**config.mk**
```make
export PLATFORM = sky130hd
export DESIGN_NAME = tx_control_hw_config
export DESIGN_NICKNAME = d
export VERILOG_FILES = /design/src/hw/txcfg_pkg.sv /design/src/hw/tx_control_hw_config.sv /design/src/hw/buf_split_calc.sv
export SDC_FILE = /design/constraint.sdc
export NUM_CORES = 1
export LEC_CHECK = 0
export BUFFER_PORTS_ARGS = -buffer_cell sky130_fd_sc_hd__clkbuf_2
export CAP_MARGIN = 20
export CORE_UTILIZATION = 48
export DETAILED_ROUTE_END_ITERATION = 10
export GPL_TIMING_DRIVEN = 0
export PLACE_DENSITY_LB_ADDON = 0.25
export REMOVE_ABC_BUFFERS = 1
export SKIP_LAST_GASP = 1
export SLEW_MARGIN = 15
export SYNTH_ARGS = -nofsm -noshare
export SYNTH_HDL_FRONTEND = slang
export SYNTH_SLANG_ARGS = --single-unit
```
**constraint.sdc**
```tcl
create_clock -name i_sys_clk -period 8 [get_ports i_sys_clk]
set_input_delay 0.8 -clock i_sys_clk [delete_from_list [all_inputs] [get_ports i_sys_clk]]
set_output_delay 0.8 -clock i_sys_clk [all_outputs]
set_load 0.03 [all_outputs]
```
**src/hw/txcfg_pkg.sv**
```systemverilog
package txcfg_pkg;

  // register byte offsets
  localparam logic [7:0] TX_CONFIG_OFFSET = 8'h70;
  localparam logic [7:0] HW_CONFIG_OFFSET = 8'h74;

  // transmit configuration fields
  localparam int TX_STATUS_FLUSH_BIT  = 15;
  localparam int TX_DATA_FLUSH_BIT    = 14;
  localparam int STATUS_OVERRUN_BIT   = 2;
  localparam int TX_ENABLE_BIT        = 1;
  localparam int STOP_REQUEST_BIT     = 0;

  // hardware configuration fields
  localparam int CROSSOVER_STRAP_BIT  = 24;
  localparam int MUST_BE_ONE_POS      = 20;
  localparam int TX_BUF_SIZE_LSB      = 16;
  localparam int MEDIA_CLK_LSB        = 5;

  // reset values
  localparam logic [3:0] TX_BUF_SIZE_RESET = 4'h5;
  localparam logic [1:0] MEDIA_CLK_RESET   = 2'h0;

  // buffer split, in bytes; size limits in kilobytes
  localparam int          TOTAL_BUF_BYTES   = 16384;
  localparam logic [14:0] TX_STATUS_BYTES   = 15'h0200;
  localparam int          TX_BUF_MIN_KB     = 2;
  localparam int          TX_BUF_MAX_KB     = 14;
  localparam logic [14:0] RX_FULL_GUARD     = 15'h0010;
  // receive status takes one sixteenth of the receive share
  localparam int          RX_STATUS_SHIFT   = 4;

  typedef enum logic [1:0] {
    CLK_INTERNAL_A,
    CLK_EXTERNAL,
    CLK_DISABLED,
    CLK_INTERNAL_B
  } media_clk_t;

  typedef enum logic [1:0] {
    TX_IDLE,
    TX_SENDING,
    TX_HALTING
  } tx_state_t;

  typedef struct packed {
    logic [14:0] tx_total_bytes;
    logic [14:0] tx_data_bytes;
    logic [14:0] rx_total_bytes;
    logic [14:0] rx_full_bytes;
  } buf_split_t;

endpackage : txcfg_pkg

```
**src/hw/tx_control_hw_config.sv**
```systemverilog
// The plain strobed port was left to the implementer.
`timescale 1ns/10ps
// How it works
// - status flush write empties status fifo, self-clears
// - data flush write empties data fifo, self-clears
// - full status fifo stalls unless overrun permitted
// - status-full event independent of overrun permit
// - enable bit set: engine sends queued data
// - enable clears itself after requested halt
// - stop finishes current frame, clears on halt
// - stop bit writes ignored while it is set
// - read-only bit mirrors sampled crossover strap
// - tx buffer size in kilobytes, 2 to 14
// - status fifo fixed 512 bytes, rest data
// - receive gets 16KB minus tx allocation
// - media clock source select, reset internal
// - clock source disabled setting also holds tx_run low
// - receive data full four dwords early
module tx_control_hw_config
  import txcfg_pkg::*;
(
  input  wire logic        i_sys_clk,
  input  wire logic        i_rst_n,
  input  wire logic [7:0]  i_addr,
  input  wire logic [31:0] i_wdata,
  input  wire logic        i_wr,
  input  wire logic        i_rd,
  output logic      [31:0] o_rdata,
  input  wire logic        i_crossover_strap,
  input  wire logic        i_frame_active,
  input  wire logic        i_status_fifo_full,
  output logic             o_tx_run,
  output logic             o_status_flush,
  output logic             o_data_flush,
  output logic             o_status_full_event,
  output logic [1:0]       o_media_clock_source,
  output logic [3:0]       o_tx_buffer_size,
  output logic             o_must_be_one_bit,
  output logic [14:0]      o_tx_data_bytes,
  output logic [14:0]      o_rx_total_bytes,
  output logic [14:0]      o_rx_full_bytes
);

  typedef struct packed {
    logic [31:0] rdata;
    logic        strap_meta;
    logic        strap_sync;
    logic        crossover_strap;
    logic        status_overrun_permit;
    logic        tx_enable;
    logic        stop_request;
    logic        status_flush;
    logic        data_flush;
    logic        must_be_one_bit;
    logic [3:0]  tx_buffer_size;
    logic [1:0]  media_clock_source;
    logic        tx_run;
    logic        full_seen;
    logic        status_full_event;
    tx_state_t   tx_state;
  } regs_state_t;

  regs_state_t state_ff;
  regs_state_t nxt_state;
  buf_split_t  split;

  function automatic logic [3:0] clamp_size(input logic [3:0] v);
    if (v < 4'(TX_BUF_MIN_KB)) begin
      clamp_size = 4'(TX_BUF_MIN_KB);
    end else if (v > 4'(TX_BUF_MAX_KB)) begin
      clamp_size = 4'(TX_BUF_MAX_KB);
    end else begin
      clamp_size = v;
    end
  endfunction : clamp_size

  // clock stopped holds tx_run low; the state machine still advances
  function automatic logic clock_usable(input logic [1:0] sel);
    clock_usable = (sel != CLK_DISABLED);
  endfunction : clock_usable

  always_comb begin
    logic wr_tx;
    logic wr_hw;
    logic halted;
    wr_tx = i_wr && (i_addr == TX_CONFIG_OFFSET);
    wr_hw = i_wr && (i_addr == HW_CONFIG_OFFSET);
    nxt_state = state_ff;
    halted = 1'b0;

    // strap passes three flops before use
    nxt_state.strap_meta      = i_crossover_strap;
    nxt_state.strap_sync      = state_ff.strap_meta;
    nxt_state.crossover_strap = state_ff.strap_sync;

    // flush pulses live one cycle
    nxt_state.status_flush = 1'b0;
    nxt_state.data_flush   = 1'b0;

    case (state_ff.tx_state)
      TX_IDLE: begin
        if (state_ff.tx_enable && !state_ff.stop_request) begin
          nxt_state.tx_state = TX_SENDING;
        end else if (state_ff.stop_request) begin
          halted = 1'b1;
        end
      end
      TX_SENDING: begin
        if (state_ff.stop_request || !state_ff.tx_enable) begin
          nxt_state.tx_state = TX_HALTING;
        end
      end
      TX_HALTING: begin
        // current frame finishes before the halt
        if (!i_frame_active) begin
          nxt_state.tx_state = TX_IDLE;
          halted = 1'b1;
        end
      end
      default: begin
        nxt_state.tx_state = TX_IDLE;
      end
    endcase

    if (wr_tx) begin
      nxt_state.status_flush = i_wdata[TX_STATUS_FLUSH_BIT];
      nxt_state.data_flush   = i_wdata[TX_DATA_FLUSH_BIT];
      nxt_state.status_overrun_permit = i_wdata[STATUS_OVERRUN_BIT];
      nxt_state.tx_enable    = i_wdata[TX_ENABLE_BIT];
      if (!state_ff.stop_request) begin
        nxt_state.stop_request = i_wdata[STOP_REQUEST_BIT];
      end
    end

    // halt wins over a same-cycle host write
    if (halted && state_ff.stop_request) begin
      nxt_state.stop_request = 1'b0;
      nxt_state.tx_enable    = 1'b0;
    end

    if (wr_hw) begin
      nxt_state.must_be_one_bit = i_wdata[MUST_BE_ONE_POS];
      nxt_state.tx_buffer_size  =
        clamp_size(i_wdata[TX_BUF_SIZE_LSB +: 4]);
      nxt_state.media_clock_source =
        i_wdata[MEDIA_CLK_LSB +: 2];
    end

    // full stalls sending unless overrun permitted
    nxt_state.tx_run = (nxt_state.tx_state != TX_IDLE) &&
                       clock_usable(state_ff.media_clock_source) &&
                       (!i_status_fifo_full ||
                        state_ff.status_overrun_permit);

    // full event built from fifo only, not the permit bit
    nxt_state.full_seen = i_status_fifo_full;
    nxt_state.status_full_event =
      i_status_fifo_full && !state_ff.full_seen;

    nxt_state.rdata = 32'h0000_0000;
    if (i_rd) begin
      if (i_addr == TX_CONFIG_OFFSET) begin
        // flush bits self-clear so read as zero
        nxt_state.rdata[STATUS_OVERRUN_BIT] =
          state_ff.status_overrun_permit;
        nxt_state.rdata[TX_ENABLE_BIT]      = state_ff.tx_enable;
        nxt_state.rdata[STOP_REQUEST_BIT]   = state_ff.stop_request;
      end else if (i_addr == HW_CONFIG_OFFSET) begin
        nxt_state.rdata[CROSSOVER_STRAP_BIT] = state_ff.crossover_strap;
        nxt_state.rdata[MUST_BE_ONE_POS]     = state_ff.must_be_one_bit;
        nxt_state.rdata[TX_BUF_SIZE_LSB +: 4] = state_ff.tx_buffer_size;
        nxt_state.rdata[MEDIA_CLK_LSB +: 2]  =
          state_ff.media_clock_source;
      end else begin
        nxt_state.rdata = 32'h0000_0000;
      end
    end
  end

  always_ff @(posedge i_sys_clk or negedge i_rst_n) begin
    if (!i_rst_n) begin
      state_ff <= '0;
      state_ff.tx_buffer_size     <= TX_BUF_SIZE_RESET;
      state_ff.media_clock_source <= MEDIA_CLK_RESET;
      state_ff.tx_state           <= TX_IDLE;
    end else begin
      state_ff <= nxt_state;
    end
  end

  buf_split_calc u_split (
    .i_sys_clk     (i_sys_clk),
    .i_rst_n       (i_rst_n),
    .i_tx_buf_size (state_ff.tx_buffer_size),
    .o_split       (split)
  );

  assign o_rdata              = state_ff.rdata;
  assign o_tx_run             = state_ff.tx_run;
  assign o_status_flush       = state_ff.status_flush;
  assign o_data_flush         = state_ff.data_flush;
  assign o_status_full_event  = state_ff.status_full_event;
  assign o_media_clock_source = state_ff.media_clock_source;
  assign o_tx_buffer_size     = state_ff.tx_buffer_size;
  assign o_must_be_one_bit    = state_ff.must_be_one_bit;
  assign o_tx_data_bytes      = split.tx_data_bytes;
  assign o_rx_total_bytes     = split.rx_total_bytes;
  assign o_rx_full_bytes      = split.rx_full_bytes;

  // back-to-back flush writes legally keep the pulse high
  a_flush_status: assert property (
    @(posedge i_sys_clk) disable iff (!i_rst_n)
    (i_wr && i_addr == TX_CONFIG_OFFSET && i_wdata[TX_STATUS_FLUSH_BIT])
    |=> o_status_flush ##1
        (!o_status_flush || $past(i_wr && i_addr == TX_CONFIG_OFFSET &&
                                  i_wdata[TX_STATUS_FLUSH_BIT])))
    else $error("status flush pulse wrong");

  a_flush_data: assert property (
    @(posedge i_sys_clk) disable iff (!i_rst_n)
    (i_wr && i_addr == TX_CONFIG_OFFSET && i_wdata[TX_DATA_FLUSH_BIT])
    |=> o_data_flush ##1
        (!o_data_flush || $past(i_wr && i_addr == TX_CONFIG_OFFSET &&
                                i_wdata[TX_DATA_FLUSH_BIT])))
    else $error("data flush pulse wrong");

  a_overrun_stall: assert property (
    @(posedge i_sys_clk) disable iff (!i_rst_n)
    (i_status_fifo_full && !state_ff.status_overrun_permit) |=> !o_tx_run)
    else $error("ran with full status fifo");

  a_full_event: assert property (
    @(posedge i_sys_clk) disable iff (!i_rst_n)
    (i_status_fifo_full && !$past(i_status_fifo_full))
    |=> o_status_full_event)
    else $error("status full event missed");

  a_stop_ignored: assert property (
    @(posedge i_sys_clk) disable iff (!i_rst_n)
    (state_ff.stop_request && state_ff.tx_state == TX_SENDING)
    |=> state_ff.stop_request)
    else $error("stop request dropped early");

  a_halt_clears: assert property (
    @(posedge i_sys_clk) disable iff (!i_rst_n)
    (state_ff.tx_state == TX_HALTING && !i_frame_active &&
     state_ff.stop_request)
    |=> (!state_ff.tx_enable && !state_ff.stop_request))
    else $error("halt did not clear enable");

  a_frame_done: assert property (
    @(posedge i_sys_clk) disable iff (!i_rst_n)
    (state_ff.tx_state == TX_HALTING && i_frame_active)
    |=> (state_ff.tx_state == TX_HALTING))
    else $error("halted during a frame");

  a_rx_full: assert property (
    @(posedge i_sys_clk) disable iff (!i_rst_n)
    (o_rx_total_bytes != 15'h0000) |->
      (o_rx_full_bytes == o_rx_total_bytes -
       (o_rx_total_bytes >> RX_STATUS_SHIFT) - RX_FULL_GUARD))
    else $error("rx full margin wrong");

  a_rdata_idle: assert property (
    @(posedge i_sys_clk) disable iff (!i_rst_n)
    !i_rd |=> (o_rdata == 32'h0000_0000))
    else $error("read data not idle zero");

  a_reserved_tx: assert property (
    @(posedge i_sys_clk) disable iff (!i_rst_n)
    (i_rd && i_addr == TX_CONFIG_OFFSET)
    |=> ((o_rdata & 32'hffff_fff8) == 32'h0000_0000))
    else $error("tx config reserved bits set");

  a_reserved_hw: assert property (
    @(posedge i_sys_clk) disable iff (!i_rst_n)
    (i_rd && i_addr == HW_CONFIG_OFFSET)
    |=> ((o_rdata & 32'hfee0_ff9f) == 32'h0000_0000))
    else $error("hw config reserved bits set");

  a_clock_off: assert property (
    @(posedge i_sys_clk) disable iff (!i_rst_n)
    (state_ff.media_clock_source == CLK_DISABLED) |=> !o_tx_run)
    else $error("ran with media clock off");

  a_run_state: assert property (
    @(posedge i_sys_clk) disable iff (!i_rst_n)
    o_tx_run |-> (state_ff.tx_state != TX_IDLE))
    else $error("ran while engine idle");

  a_enable_start: assert property (
    @(posedge i_sys_clk) disable iff (!i_rst_n)
    (state_ff.tx_state == TX_IDLE && state_ff.tx_enable &&
     !state_ff.stop_request) |=> (state_ff.tx_state == TX_SENDING))
    else $error("enabled engine did not start");

  a_size_range: assert property (
    @(posedge i_sys_clk) disable iff (!i_rst_n)
    (o_tx_buffer_size >= 4'(TX_BUF_MIN_KB)) &&
    (o_tx_buffer_size <= 4'(TX_BUF_MAX_KB)))
    else $error("tx buffer size out of range");

  a_strap_read: assert property (
    @(posedge i_sys_clk) disable iff (!i_rst_n)
    (i_rd && i_addr == HW_CONFIG_OFFSET)
    |=> (o_rdata[CROSSOVER_STRAP_BIT] == $past(state_ff.crossover_strap)))
    else $error("strap bit not mirrored");

  a_stop_write: assert property (
    @(posedge i_sys_clk) disable iff (!i_rst_n)
    (state_ff.stop_request && state_ff.tx_state == TX_SENDING &&
     i_wr && i_addr == TX_CONFIG_OFFSET) |=> state_ff.stop_request)
    else $error("stop bit write not ignored");

  a_clk_write: assert property (
    @(posedge i_sys_clk) disable iff (!i_rst_n)
    (i_wr && i_addr == HW_CONFIG_OFFSET)
    |=> (o_media_clock_source == $past(i_wdata[MEDIA_CLK_LSB +: 2])))
    else $error("media clock source not written");

endmodule : tx_control_hw_config

```
**src/hw/buf_split_calc.sv**
```systemverilog
`timescale 1ns/10ps
module buf_split_calc
  import txcfg_pkg::*;
(
  input  wire logic       i_sys_clk,
  input  wire logic       i_rst_n,
  input  wire logic [3:0] i_tx_buf_size,
  output buf_split_t      o_split
);

  typedef struct packed {
    buf_split_t split;
  } calc_state_t;

  calc_state_t state_ff;
  calc_state_t nxt_state;

  always_comb begin
    logic [14:0] tx_total;
    tx_total = {1'b0, i_tx_buf_size, 10'h000};
    nxt_state = state_ff;
    nxt_state.split.tx_total_bytes = tx_total;
    nxt_state.split.tx_data_bytes  = tx_total - TX_STATUS_BYTES;
    nxt_state.split.rx_total_bytes =
      15'(TOTAL_BUF_BYTES) - tx_total;
    // full margin counts from the data part, status share excluded
    nxt_state.split.rx_full_bytes  =
      nxt_state.split.rx_total_bytes -
      (nxt_state.split.rx_total_bytes >> RX_STATUS_SHIFT) -
      RX_FULL_GUARD;
  end

  always_ff @(posedge i_sys_clk or negedge i_rst_n) begin
    if (!i_rst_n) begin
      state_ff <= '0;
    end else begin
      state_ff <= nxt_state;
    end
  end

  assign o_split = state_ff.split;

endmodule : buf_split_calc

```
==> results.yml <==
clock_network:
  cts_root_buffer: "clkbuf_8"
  cts_setup_buffers: 0
  clockBufferDepth: 2
  cts-hold-fix-buffers: 0
  cts.clk_slew.worst_paths_ns: 0.08
  cts-resized-gates: 0
  htree_levels: 2
  numCtsBuffers: 5
  cts_tree: "yes"
  clock-sinks: 49
  clock_latency_ns: 0.29
worst_setup_path:
  critPathKind: "reg2reg"
  end_kind: "flip-flop"
  crit_required_ns: 8.22
  crit_fanout: 7
  crit_arrival_ns: 3.18
  cp-start-kind: "flip-flop"
floorplan:
  fp.coreArea_um2: 4750
  start_util_pct: 50.4
  io_pins: 135
  die_area_um2: 5280
  rows: 25
  dieHeight_um: 72.7
  die_x_um: 72.7
flow_run:
  maxCapViolations: 0
sta:
  worstMarginPinSlew_ns: 0.664
  drv_slew: 0
  finalCritPeriodShare_pct: 37.0
  timing.fmax_mhz: 338
  setup_violations: 0
  relSlewSlack_pct: 55.7
  fin_tns_setup_ns: 0
  period_needed_ns: 2.96
  clock_skew_ns: 0.00579
  hold_viol: 0
  rsz0062_at_grt: "false"
synth:
  synth_warnings: 0
  yosys.area.top_type_share_pct: 49.1
  yosysSeqAreaShare_pct: 51.3
  synth-main-ff-cell: "dfrtp_1"
  synth_top_cell_by_area: "dfrtp_1"
  avgSynthCellArea_um2: 11.2
  synth_common_cells: "65 x buf_4, 47 x dfrtp_1, 14 x inv_1, 8 x nor3_1, 7 x and2_1"
  synth_area_um2: 2400
  yosysUniqueCellTypes: 39
  netlist_instances: 214
  synth_area_leaders: "dfrtp_1 49%, buf_4 20%, ha_1 3.1%"
  synth-seq-cells: 49
  synth.most_common_cell: "buf_4"
  synth_edf_count: 0
  synthArstFlopShare_pct: 100
place:
  place_hpwl_um: 2810
  portBuffers: 70
  place.gp.congestion: 0.773
  place_inst: 328
global_route:
  grt_pass1_wl_um: 5790
  grt_start_max_net_pins: 26
  first_global_vias: 1231
  grt-ovfl-total: 0
  track_usage_pct: 14.6
  antenna_found_initial: 0
finish:
  stdcell_count: 336
  layout.nets: 321
  area_growth_pct: 9.86
  num_antenna_cells: 0
  drive_above_1_share_pct: 33.8
pwr:
  p_leak_nw: 1.42
  vdd_drop_max_mv: 0.0763
  power_density_nw_per_um2: 218
routing:
  vias: 1418
  postRouteAntennaNets: 0
  drc_errors: 0
  via_per_inst: 4.22
  wl_per_cell_um: 10.8
  first_pass_iters: 4
  wl_um: 3640
  first_iter_violations: 19
outcome:
  status: "complete, no violations"
min_path:
  hp-class: "reg2reg"
per-layer routing:
metal	part of all wire, %	global-route usage (%)
met1	45	18.9
met3	9.6	4.70
met2	44	23.2
met4	1.5	5.23
met5	0	0
placed cells by master, fill, tap and decap left out, drive strengths merged:
cell type / Yosys / routed
bufinv: 0 / 1
dfstp: 2 / 2
dfrtp: 47 / 47
nor2b: 1 / 1
buf: 66 / 1
a21oi: 6 / 6
conb: 2 / 45
maj3: 1 / 1
mux2i: 1 / 1
a21boi: 1 / 1
o211ai: 1 / 1
nand3: 3 / 3
xnor2: 6 / 6
and4: 1 / 1
nand2: 4 / 4
nand2b: 1 / 1
a31o: 1 / 1
nand4: 1 / 1
o21a: 1 / 1
inv: 15 / 15
xor2: 3 / 3
a22oi: 1 / 1
a221oi: 1 / 1
o21ai: 4 / 4
a21o: 2 / 2
a2111oi: 1 / 1
ha: 6 / 6
and4b: 1 / 1
nor2: 6 / 6
and2: 7 / 7
nor3: 9 / 9
clkbuf: 1 / 77
mux2: 5 / 5
o2bb2ai: 1 / 1
or3: 1 / 1
nor3b: 4 / 4
path summary, 6_finish.rpt:
path                                     startpoint             endpoint  slack, ns  cells after the start
worst max-delay path            o_tx_buffer_size[0]  u_split.o_split[11]       5.04                      9
worst min-delay path                  nxt_state[18]        nxt_state[17]       0.36                      0
worst max register to register  o_tx_buffer_size[0]  u_split.o_split[11]       5.04                      9
worst min register to register        nxt_state[18]        nxt_state[17]       0.36                      0
max in group asynchronous                   i_rst_n  u_split.o_split[11]       6.93                      2
min in group asynchronous                   i_rst_n         state_ff[14]       0.52                      1
cell type report:
class,count,area [µm²]
multi-input cells,126,771
flip-flops and latches,49,1230
repair buffers,71,378
fillers,453,2120
clock inverters,1,30.0
inverters,15,56.3
well taps,67,83.8
clock buffers,7,86.3
worst max-delay path: stages, from the launching register on:
cell      delay (ns)
dfstp_2         0.62
inv_1           0.13
ha_1            0.28
xnor2_1         0.40
inv_1           0.09
ha_1            0.35
and2_1          0.15
a221oi_1        0.44
maj3_2          0.32
xnor2_1         0.10
flip-flops by register name, summed over array words and instances, names as in the netlist:
| name | cells |
|---|---|
| nxt_state | 2 |
| o_data_flush | 1 |
| o_media_clock_source | 2 |
| o_must_be_one_bit | 1 |
| o_rdata | 11 |
| o_status_flush | 1 |
| o_status_full_event | 1 |
| o_tx_buffer_size | 4 |
| o_tx_run | 1 |
| state_ff | 7 |
| u_split.o_split | 18 |
metrics by stage:
step / util, % / hold slack (ns) / worst slack [ns] / power (mW) / cell area, µm²
2_1_floorplan: - / 0.331 / 5.26 / 0.366 / 2060
3_5_place_dp: 52.9 / 0.336 / 5.08 / 0.402 / 2520
4_1_cts: 55.4 / 0.355 / 5.06 / 0.579 / 2630
3_3_place_gp: 52.4 / 0.337 / 5.12 / 0.398 / 2490
5_1_grt: 55.4 / 0.361 / 4.85 / 0.600 / 2630
6_report: 55.4 / 0.356 / 5.04 / 0.574 / 2630
power by group:
group / internal (mW) / switching, mW
clock network: 0.102 / 0.0754
logic: 0.0339 / 0.0915
registers: 0.264 / 0.00734
cells by family after synthesis:
logic type	count (synthesis)	synth area share, %
buf+inv	82	23.3
flops	49	51.3
simple gates	39	9.45
compound gates	20	5.69
xor+xnor	9	3.60
fa+ha+maj	7	3.60
mux	6	2.77
other cells	2	0.313
Note: power is estimated with default switching activity, not from simulation.
